## src/rtl/ldg_pkg.sv

```systemverilog
package ldg_pkg;

	// ========================================================
	// Widths
	localparam int LAMP_W  = 12;
	localparam int DIM_W   = 21;
	localparam int LEVEL_W = 8;
	localparam int TIMER_W = 17;

	// ========================================================
	// Counts and steps
	localparam int          FAULT_CYCLES = 65536;
	localparam logic [11:0] DUTY_STEP    = 12'h004;
	localparam logic [11:0] SOFT_STEP    = 12'h002;
	localparam logic [11:0] DEAD_CYC     = 12'h00a;

	// ========================================================
	// Reset values
	localparam logic [11:0] ON_TIME_RST = 12'h000;
	localparam logic [11:0] SOFT_RST    = 12'h000;

	// ========================================================
	// Controller states
	typedef enum logic [1:0] {
		ST_LOCK,
		ST_STRIKE,
		ST_RUN,
		ST_FAULT
	} ldg_state_type;

endpackage

```

## src/rtl/ldg_period_gen.sv

```systemverilog
`timescale 1ns/100ps

// ============================================================
// Free-running period counter with registered wrap pulse
module ldg_period_gen
	import ldg_pkg::*;
#(
	parameter int W = 12
) (
	input  wire logic         clock,
	input  wire logic         reset,
	input  wire logic [W-1:0] period,
	input  wire logic         restart,
	output logic      [W-1:0] count_q,
	output logic              wrap_q
);

	logic last;

	assign last = (count_q + W'(1) >= period) || (period <= W'(1));

	always_ff @(posedge clock) begin
		if (reset) begin
			count_q <= '0;
		end else if (restart || last) begin
			count_q <= '0;
		end else begin
			count_q <= count_q + W'(1);
		end
	end

	always_ff @(posedge clock) begin
		if (reset) begin
			wrap_q <= 1'b0;
		end else begin
			wrap_q <= last && !restart;
		end
	end

endmodule // ldg_period_gen

```

## src/rtl/ldg_cycle_timer.sv

```systemverilog
`timescale 1ns/100ps

// ============================================================
// Saturating event counter that flags a limit
module ldg_cycle_timer
	import ldg_pkg::*;
#(
	parameter int LIMIT = 65536
) (
	input  wire logic clock,
	input  wire logic reset,
	input  wire logic clear,
	input  wire logic step,
	output logic      expired_q
);

	logic [TIMER_W-1:0] count_q;
	logic               at_limit;

	assign at_limit = (count_q >= TIMER_W'(LIMIT));

	always_ff @(posedge clock) begin
		if (reset || clear) begin
			count_q <= '0;
		end else if (step && !at_limit) begin
			count_q <= count_q + TIMER_W'(1);
		end
	end

	always_ff @(posedge clock) begin
		if (reset || clear) begin
			expired_q <= 1'b0;
		end else begin
			expired_q <= at_limit;
		end
	end

endmodule // ldg_cycle_timer

```

## src/rtl/ldg_lamp_ctrl.sv

```systemverilog
`timescale 1ns/100ps

module ldg_lamp_ctrl
	import ldg_pkg::*;
#(
	parameter int FAULT_LAMP_CYCLES = FAULT_CYCLES
) (
	input  wire logic               clock,
	input  wire logic               reset,
	input  wire logic [LAMP_W-1:0]  lamp_osc_resistor,
	input  wire logic [DIM_W-1:0]   dim_osc_period,
	input  wire logic               dim_osc_or_pulse_input,
	input  wire logic [LEVEL_W-1:0] analog_dim_level,
	input  wire logic               brightness_source_select,
	input  wire logic               dim_polarity_select,
	input  wire logic               lamp_current_sense,
	input  wire logic               lamp_current_present,
	input  wire logic               lamp_overcurrent,
	input  wire logic               overvoltage_sense,
	input  wire logic               inverter_overvoltage_monitor,
	input  wire logic               inverter_undervoltage_monitor,
	input  wire logic               core_supply_lockout,
	output logic                    first_switch_drive,
	output logic                    second_switch_drive,
	output logic                    burst_dim_modulation,
	output logic                    strike_active,
	output logic                    lamp_running,
	output logic                    fault_active
);

	// ========================================================
	// Declarations
	ldg_state_type       state_q;
	ldg_state_type       state_d;
	logic                supply_ok;
	logic                drive_en;
	logic                burst_prev_q;
	logic                burst_start;
	logic                burst_d;
	logic [LAMP_W-1:0]   lamp_period;
	logic [LAMP_W+1:0]   boost_prod;
	logic [LAMP_W-1:0]   lamp_cnt;
	logic                lamp_wrap;
	logic [LAMP_W-1:0]   half;
	logic [LAMP_W-1:0]   max_on;
	logic [LAMP_W-1:0]   on_time_q;
	logic [LAMP_W-1:0]   soft_lim_q;
	logic [LAMP_W-1:0]   on_eff;
	logic [DIM_W-1:0]    dim_cnt;
	logic [LEVEL_W-1:0]  level_eff;
	logic [DIM_W+8:0]    dim_prod;
	logic [DIM_W+1:0]    dim_thresh;
	logic                strike_exp;
	logic                out_exp;
	logic                gate_a_d;
	logic                gate_b_d;

	// ========================================================
	// Supply monitoring
	// The undervoltage monitor reads healthy high and the overvoltage monitor healthy low
	assign supply_ok = !core_supply_lockout
		&& inverter_undervoltage_monitor
		&& !inverter_overvoltage_monitor;

	// ========================================================
	// Lamp oscillator
	assign boost_prod = {2'b00, lamp_osc_resistor} * 14'(3);
	assign lamp_period = (state_q == ST_STRIKE)
		? boost_prod[LAMP_W+1:2]
		: lamp_osc_resistor;

	ldg_period_gen #(
		.W (LAMP_W)
	) u_lamp_osc (
		.clock   (clock),
		.reset   (reset),
		.period  (lamp_period),
		.restart (burst_start),
		.count_q (lamp_cnt),
		.wrap_q  (lamp_wrap)
	);

	// ========================================================
	// Dimming oscillator and burst modulation
	ldg_period_gen #(
		.W (DIM_W)
	) u_dim_osc (
		.clock   (clock),
		.reset   (reset),
		.period  (dim_osc_period),
		.restart (1'b0),
		.count_q (dim_cnt),
		.wrap_q  ()
	);

	assign level_eff = dim_polarity_select
		? ~analog_dim_level
		: analog_dim_level;
	assign dim_prod = dim_osc_period * ({1'b0, level_eff} + 9'h001);
	assign dim_thresh = dim_prod[DIM_W+8:8];
	assign burst_d = brightness_source_select
		? dim_osc_or_pulse_input
		: ({1'b0, dim_cnt} < dim_thresh);

	always_ff @(posedge clock) begin
		if (reset) begin
			burst_dim_modulation <= 1'b0;
			burst_prev_q         <= 1'b0;
		end else begin
			burst_dim_modulation <= burst_d;
			burst_prev_q         <= burst_dim_modulation;
		end
	end
	assign burst_start = burst_dim_modulation && !burst_prev_q;

	// ========================================================
	// Strike and lamp-out timers, counted in lamp cycles
	ldg_cycle_timer #(
		.LIMIT (FAULT_LAMP_CYCLES)
	) u_strike_tmr (
		.clock     (clock),
		.reset     (reset),
		.clear     (state_q != ST_STRIKE),
		.step      (lamp_wrap && burst_dim_modulation),
		.expired_q (strike_exp)
	);

	ldg_cycle_timer #(
		.LIMIT (FAULT_LAMP_CYCLES)
	) u_out_tmr (
		.clock     (clock),
		.reset     (reset),
		.clear     (state_q != ST_RUN || lamp_current_present),
		.step      (lamp_wrap && burst_dim_modulation),
		.expired_q (out_exp)
	);

	// ========================================================
	// Controller state machine
	always_comb begin
		state_d = state_q;
		case (state_q)
			ST_LOCK: begin
				if (supply_ok) begin
					state_d = ST_STRIKE;
				end
			end
			ST_STRIKE: begin
				if (!supply_ok) begin
					state_d = ST_LOCK;
				end else if (lamp_overcurrent) begin
					state_d = ST_FAULT;
				end else if (overvoltage_sense || strike_exp) begin
					state_d = ST_FAULT;
				end else if (lamp_current_present
						&& burst_dim_modulation) begin
					state_d = ST_RUN;
				end
			end
			ST_RUN: begin
				if (!supply_ok) begin
					state_d = ST_LOCK;
				end else if (lamp_overcurrent) begin
					state_d = ST_FAULT;
				end else if (out_exp) begin
					state_d = ST_FAULT;
				end
			end
			ST_FAULT: begin
				if (!supply_ok) begin
					state_d = ST_LOCK;
				end
			end
			default: begin
				state_d = ST_LOCK;
			end
		endcase
	end

	always_ff @(posedge clock) begin
		if (reset) begin
			state_q <= ST_LOCK;
		end else begin
			state_q <= state_d;
		end
	end

	always_ff @(posedge clock) begin
		if (reset) begin
			strike_active <= 1'b0;
			lamp_running  <= 1'b0;
			fault_active  <= 1'b0;
		end else begin
			strike_active <= (state_d == ST_STRIKE);
			lamp_running  <= (state_d == ST_RUN);
			fault_active  <= (state_d == ST_FAULT);
		end
	end

	// ========================================================
	// On-time regulation and soft-start
	assign drive_en = burst_dim_modulation
		&& (state_d == ST_STRIKE || state_d == ST_RUN);
	assign half   = lamp_period >> 1;
	assign max_on = (half > DEAD_CYC) ? half - DEAD_CYC : '0;
	assign on_eff = (on_time_q < soft_lim_q) ? on_time_q : soft_lim_q;
	always_ff @(posedge clock) begin
		if (reset || burst_start || !drive_en) begin
			soft_lim_q <= SOFT_RST;
		end else if (lamp_wrap && soft_lim_q < max_on) begin
			soft_lim_q <= soft_lim_q + SOFT_STEP;
		end
	end

	always_ff @(posedge clock) begin
		if (reset || !drive_en) begin
			on_time_q <= ON_TIME_RST;
		end else if (lamp_wrap) begin
			if (lamp_current_sense) begin
				if (on_time_q >= DUTY_STEP) begin
					on_time_q <= on_time_q - DUTY_STEP;
				end
			end else if (!overvoltage_sense
					&& on_time_q + DUTY_STEP <= max_on) begin
				on_time_q <= on_time_q + DUTY_STEP;
			end
		end
	end

	// ========================================================
	// Gate outputs
	assign gate_a_d = drive_en && (lamp_cnt < on_eff);
	assign gate_b_d = drive_en && (lamp_cnt >= half)
		&& (lamp_cnt - half < on_eff);

	always_ff @(posedge clock) begin
		if (reset) begin
			first_switch_drive  <= 1'b0;
			second_switch_drive <= 1'b0;
		end else begin
			first_switch_drive  <= gate_a_d;
			second_switch_drive <= gate_b_d;
		end
	end
endmodule // ldg_lamp_ctrl

```

## config.mk

```make
export PLATFORM = sky130hd
export DESIGN_NAME = ldg_lamp_ctrl
export DESIGN_NICKNAME = d
export VERILOG_FILES = /design/src/rtl/ldg_pkg.sv /design/src/rtl/ldg_period_gen.sv /design/src/rtl/ldg_cycle_timer.sv /design/src/rtl/ldg_lamp_ctrl.sv
export SDC_FILE = /design/constraint.sdc
export NUM_CORES = 1
export LEC_CHECK = 0
export BUFFER_PORTS_ARGS = -buffer_cell sky130_fd_sc_hd__buf_2
export CAP_MARGIN = 20
export CORE_ASPECT_RATIO = 0.7
export CORE_UTILIZATION = 53
export DETAILED_ROUTE_END_ITERATION = 12
export PLACE_DENSITY = 0.77
export SYNTH_ARGS = -nofsm -noshare
export SYNTH_HDL_FRONTEND = slang
export SYNTH_SLANG_ARGS = --single-unit
export TNS_END_PERCENT = 30
```

## constraint.sdc

```tcl
create_clock -name clock -period 11.04 [get_ports clock]
set_input_delay 1.104 -clock clock [delete_from_list [all_inputs] [get_ports clock]]
set_output_delay 1.104 -clock clock [all_outputs]
set_load 0.005 [all_outputs]
```

==> summary.md, run 1 <==
| Metric | Value |
|---|---|
| Initial DRC Count | 940 |
| Row cnt | 49 |
| Max-slew violations | 0 |
| Post-synthesis register bit count | 100 |
| CTS Sinks | 100 |
| Slew at the pin closest to its max-slew limit | 0.920 ns |
| CP top delay family | adder cells |
| Fraction of layout cells with a size suffix above 1 | 6.00% |
| Top Metal Used | met5 |
| Setup CP Type | in -> reg |
| Largest net degree at the start of global routing | 22 |
| Worst-path clk slew | 0.07 ns |
| Crit share post-route | 81.3% |
| Nets@finish | 2,120 |
| Routed wl met3 | 2020 µm |
| # resized after CTS | 0 |
| Final setup viols | 0 |
| Final Hold Fails | 0 |
| DR pass1 iterations | 5 |
| Top cells by area, synth | fa_1 19%, ha_1 17%, dfxtp_1 14% |
| Syn_area_per_cell | 8.21 µm² |
| Ys flop type | dfxtp_1 |
| Period minus WS final | 8.97 ns |
| Post-Syn Instances | 1,710 |
| Root Buffer | clkbuf_16 |
| GRT Util Overall | 25.5% |
| Unrepaired setup endpoints after global routing | false |
| Synth unique cells | 73 |
| N_diodes | 0 |
| CP endpoint kind | flip-flop |
| Clock Path Buffers | 2 |
| Die ar. | 27,200 µm² |
| CP most frequent cell | fa_1 |
| Leak Pwr | 7.30 nW |
| Placer Congestion | 0.878 |
| Congestion Overflow GR | 0 |
| WL final | 32,600 µm |
| CP arrival | 9.21 ns |
| Outcome | complete, no violations |
| Final Power | 2.77 mW |
| Synth top area share | 19.3% |
| CTS Buf Count | 9 |
| Part of the Yosys area used for sequential elements | 14.3% |
| Width of the die | 197 µm |
| Antenna violations before repair | 1 |
| Number of buffers added on ports | 58 |
| Max-slew headroom | 38.4% |
| CP max stage delay | 0.63 ns |
| Wire length on met2 | 14,400 µm |
| Layout area overhead | 6.61% |
| Postcts setup bufs | 0 |
| Ys Warns | 0 |
| Vias | 11,800 |
| Fillers | 2,349 |
| Critical Path Start Type | primary input |
| Final setup skew | 0.00920 ns |
| DRC Markers | 0 |
| I/O pin cnt | 59 |
| CORE AREA | 25,900 µm² |
| WL/cell | 15.5 µm |
| Number of global-route vias before repair | 11,900 |
| Post-synth top area cell | fa_1 |
| Hold crit path type | reg -> reg |
| Syn nets | 2,085 |
| Max_cap viols | 0 |
| Slowest CP cell | or4b_2 |
| Metal-1 WL | 15,800 µm |
| First-pass GRT wire length | 57,000 µm |
| Detail Placement HPWL | 26,500 µm |
| Crit path required time | 11.28 ns |
| CP bufs+invs | 5 |
| Cts hold-fix bufs | 0 |
| Number of nets with antenna violations after routing | 0 |
| EDFF count, synth | 0 |
| Async S/R FF share, synth | 0% |
| PD cells | 185 nW/µm² |
| Final core occ | 57.8% |
| Initial Util | 54.3% |
| Max VDD drop | 208 µV |
| Vias per inst | 5.60 |
| Fin Hold WS | 0.476 ns |
| Worst-path fanout max | 21 |
| CTS tree | built |
| Setup TNS Final | 0 ns |
| Die H | 138 µm |
| Latest clock arrival within the worst-skew pair | 0.36 ns |
| Fmax achieved | 111 MHz |
| H-tree depth | 3 |
| Top-count cell post-synth | inv_1 |
| Syn Std Cell Area | 14,000 µm² |
| Commonest cells post-synth | 227 x inv_1, 187 x ha_1, 162 x nor2_1 |
==> logic make-up (layout without fill, tap and decap cells) <==
| group | count (synthesis) | count (layout) | synth area share, % |
|---|---|---|---|
| simple gates | 619 | 619 | 22.0 |
| fa+ha+maj | 322 | 322 | 35.9 |
| buf+inv | 272 | 312 | 7.34 |
| compound gates | 271 | 271 | 12.5 |
| xor+xnor | 110 | 110 | 6.86 |
| flops | 100 | 100 | 14.3 |
| mux | 16 | 16 | 1.16 |
==> stage by stage <==
step | setup WS (ns) | cells | area (µm²)
after floorplan | 2.71 | 1710 | 14000
after global placement | 2.01 | 2090 | 14700
after detailed placement | 1.76 | 2090 | 14700
after CTS | 2.13 | 2106 | 15000
after global routing | 1.48 | 2107 | 15000
final | 2.07 | 2107 | 15000
==> final timing paths <==
check	endpoint	cells past startpoint	slack, ns	from
max	burst_dim_modulation	33	2.07	dim_polarity_select
min reg2reg	u_out_tmr.expired_q	2	0.48	u_out_tmr.count_q[16]
max reg2reg	second_switch_drive	21	5.74	state_q[0]
min	u_out_tmr.expired_q	2	0.48	u_out_tmr.count_q[16]
==> cell type report <==
| type | count | area [µm²] | share of cell area [%] |
|---|---|---|---|
| flip-flops and latches | 100 | 2000 | 13.4 |
| repair buffers | 68 | 365 | 2.44 |
| inverters | 228 | 856 | 5.72 |
| clock inverters | 5 | 41.3 | 0.276 |
| multi-input cells | 1338 | 11000 | 73.6 |
| well taps | 357 | 447 | 2.98 |
| clock buffers | 11 | 243 | 1.62 |
==> placed cells by master, fill, tap and decap left out, drive strengths merged, types with 44 or more instances in the layout <==
master	count
xnor2	52
fa	135
dfxtp	100
a21o	44
xor2	58
o21ai	56
a21oi	88
inv	230
buf	68
nor2b	53
ha	187
nand2	152
nor2	162
==> worst register-to-register path, cell delays in order, from the launching register on <==
cell	delay, ns
dfxtp_1	0.36
nor2b_1	0.29
buf_4	0.29
mux2_2	0.36
inv_1	0.31
ha_1	0.32
nor2b_1	0.13
o21ai_0	0.22
a21boi_0	0.17
o21ai_0	0.19
nand2b_1	0.11
a21o_1	0.19
a21oi_1	0.20
o21ai_0	0.17
o41ai_1	0.38
xor2_1	0.19
ha_1	0.26
nand4_1	0.16
nor3_1	0.09
a2111oi_0	0.40
o2111ai_1	0.21
a41oi_1	0.22
==> report_power, final <==
part | total [mW] | internal (mW) | switching, mW
combinational | 2.09 | 0.901 | 1.19
clock | 0.315 | 0.162 | 0.153
sequential | 0.366 | 0.363 | 0.00335
total | 2.77 | 1.43 | 1.34
==> layer usage <==
layer / track usage (%) / up-vias
li1: - / 5763
met1: 37.2 / 5666
met2: 39.2 / 331
met3: 4.95 / 36
met4: 4.56 / 2
met5: 0 / -
==> registers in the layout (all words and copies together), names as in the netlist <==
name                    cells
u_dim_osc.count_q          21
u_out_tmr.count_q          17
u_strike_tmr.count_q       17
u_lamp_osc.count_q         12
soft_lim_q                 11
on_time_q                  10
state_q                     2
burst_dim_modulation        1
burst_prev_q                1
fault_active                1
first_switch_drive          1
lamp_running                1
second_switch_drive         1
strike_active               1
u_lamp_osc.wrap_q           1
u_out_tmr.expired_q         1
u_strike_tmr.expired_q      1
Power figures use the tool's default switching activity.
==> run 2, diff against run 1 <==
Clock period 11.04 ns to 8.9 ns, I/O delays scaled along.
==> run 2 against run 1 <==
Combinational power up 29%. Die area unchanged. Final cell count up 0.57%. Power up 29%. Clock-buffer cell count down 1. Sequential cell count unchanged. Sequential share of layout area down 0.14 points. Cell area up 1.0%. Routed wire length up 0.52%. Clock power up 35%. First-iteration DRC count up 4.8%. Critical path type unchanged.
==> summary.md, run 2 (synthesis results as in run 1) <==
| Metric | Value |
|---|---|
| Max-slew violations | 0 |
| Number of buffers added on ports | 58 |
| Leak Pwr | 7.37 nW |
| Congestion Overflow GR | 0 |
| I/O pin cnt | 59 |
| Initial DRC Count | 985 |
| Largest net degree at the start of global routing | 22 |
| Initial Util | 54.3% |
| Setup TNS Final | 0 ns |
| Max_cap viols | 0 |
| Die H | 138 µm |
| Critical Path Start Type | primary input |
| DRC Markers | 0 |
| Root Buffer | clkbuf_16 |
| Biggest regs | u_dim_osc.count_q x21, u_out_tmr.count_q x17, u_strike_tmr.count_q x17 |
| Sw frac | 48.3% |
| Number of nets with antenna violations after routing | 0 |
| Crit path required time | 9.15 ns |
| CP max stage delay | 0.67 ns |
| H-tree depth | 3 |
| Number of global-route vias before repair | 11,400 |
| Setup CP Type | in -> reg |
| CP arrival | 8.71 ns |
| Worst-path clk slew | 0.07 ns |
| Placer Congestion | 0.883 |
| GRT Util Overall | 24.9% |
| Outcome | complete, no violations |
| CTS Buf Count | 9 |
| Slew at the pin closest to its max-slew limit | 0.888 ns |
| First-pass GRT wire length | 55,500 µm |
| Period minus WS final | 8.46 ns |
| Largest register FFs | 21 |
| Slowest CP cell | or4b_2 |
| Most common cell after layout, fill and taps aside | inv_1 |
| CTS Sinks | 100 |
| Detail Placement HPWL | 26,700 µm |
| Power share of the clock group | 11.9% |
| Width of the die | 197 µm |
| Vias | 11,700 |
| CTS tree | built |
| Vias per inst | 5.53 |
| Post-Layout Inst Area | 15,100 µm² |
| Sw power | 1.72 mW |
| Max-slew headroom | 40.4% |
| Clock Path Buffers | 2 |
| Final setup skew | 0.00875 ns |
| Antenna violations before repair | 0 |
| Nets@finish | 2,131 |
| Final setup viols | 0 |
| Hold crit path type | reg -> reg |
| Max VDD drop | 250 µV |
| WL/cell | 15.5 µm |
| Layout area overhead | 7.73% |
| CP most frequent cell | fa_1 |
| DR pass1 iterations | 5 |
| Seq pwr share | 12.7% |
| CORE AREA | 25,900 µm² |
| Die ar. | 27,200 µm² |
| Row cnt | 49 |
| Combinational share of power | 75.4% |
| Most frequent cells in the layout | 227 x inv_1, 187 x ha_1, 162 x nor2_1 |
| PD cells | 236 nW/µm² |
| Final Hold Fails | 0 |
| Reg with most FFs | u_dim_osc.count_q |
| Fmax achieved | 118 MHz |
| Fin Hold WS | 0.467 ns |
| Worst-path fanout max | 7 |
| CP endpoint kind | flip-flop |
| Latest clock arrival within the worst-skew pair | 0.36 ns |
| Placed cell area | 14,700 µm² |
| WL final | 32,800 µm |
| Crit share post-route | 95.1% |
| Fraction of layout cells with a size suffix above 1 | 6.87% |
| Internal power | 1.84 mW |
==> run 2: cell types whose count changed in the layout (fill, tap and decap cells not counted), sizes merged <==
cell,delta
bufinv,+1
inv,-1
clkbuf,-1
buf,+11
clkinvlp,+1
diode,+1
==> run 2: final timing paths <==
kind,from,end,slack [ns],cells after the start
worst min register to register,u_out_tmr.count_q[16],u_out_tmr.expired_q,0.47,2
worst min-delay path,u_out_tmr.count_q[16],u_out_tmr.expired_q,0.47,2
worst max register to register,state_q[0],second_switch_drive,3.65,21
worst max-delay path,analog_dim_level[4],burst_dim_modulation,0.44,31
==> run 2: per-stage QoR <==
step	setup slack, ns	utilization [%]	power, mW	cells
after global placement	0.0651	57.0	2.97	2099
after detailed placement	-0.161	57.0	3.06	2099
after global routing	-0.0225	58.4	4.00	2118
after floorplan	0.786	-	2.48	1710
after CTS	0.200	58.2	3.50	2115
final	0.440	58.5	3.57	2119
==> run 2: power by group through the flow <==
stage	clock [mW]	sequential, mW	combinational, mW
finish	0.424	0.454	2.69
global route	0.452	0.454	3.10
CTS	0.433	0.454	2.62
detailed placement	0	0.464	2.60
global placement	0	0.464	2.50
floorplan	0	0.463	2.02
==> run 2: what timing repair did <==
item	4_1_cts	5_1_grt
buffers inserted	0	2
endpoints found under the setup margin	0	1
hold buffers	0	0
resized for setup	0	7
==> run 2: critical path: cells and delay by family <==
family,cells,cell delay [ns]
compound gates,9,2.05
fa+ha+maj,6,2.66
simple gates,10,2.26
xor+xnor,1,0.39
buf+inv,5,0.46
==> run 2: area by class of cell <==
cell class,count,area (µm²)
Antenna cell,1,2.50
Clock buffer,10,239
Clock inverter,6,81.3
Fill cell,2355,10700
Inverter,228,856
Multi-Input combinational cell,1338,11000
Sequential cell,100,2000
Tap cell,357,447
Timing Repair Buffer,79,448
==> run 2: metal layers <==
| metal | wire length, µm | part of all wire, % | vias to the layer above | track usage [%] |
|---|---|---|---|---|
| met5 | 0 | 0 | - | 0 |
| met4 | 232 | 0.71 | 0 | 3.13 |
| met3 | 1980 | 6.0 | 19 | 4.54 |
| met2 | 14500 | 44 | 294 | 38.4 |
| met1 | 16100 | 49 | 5610 | 37.3 |
| li1 | - | - | 5794 | - |
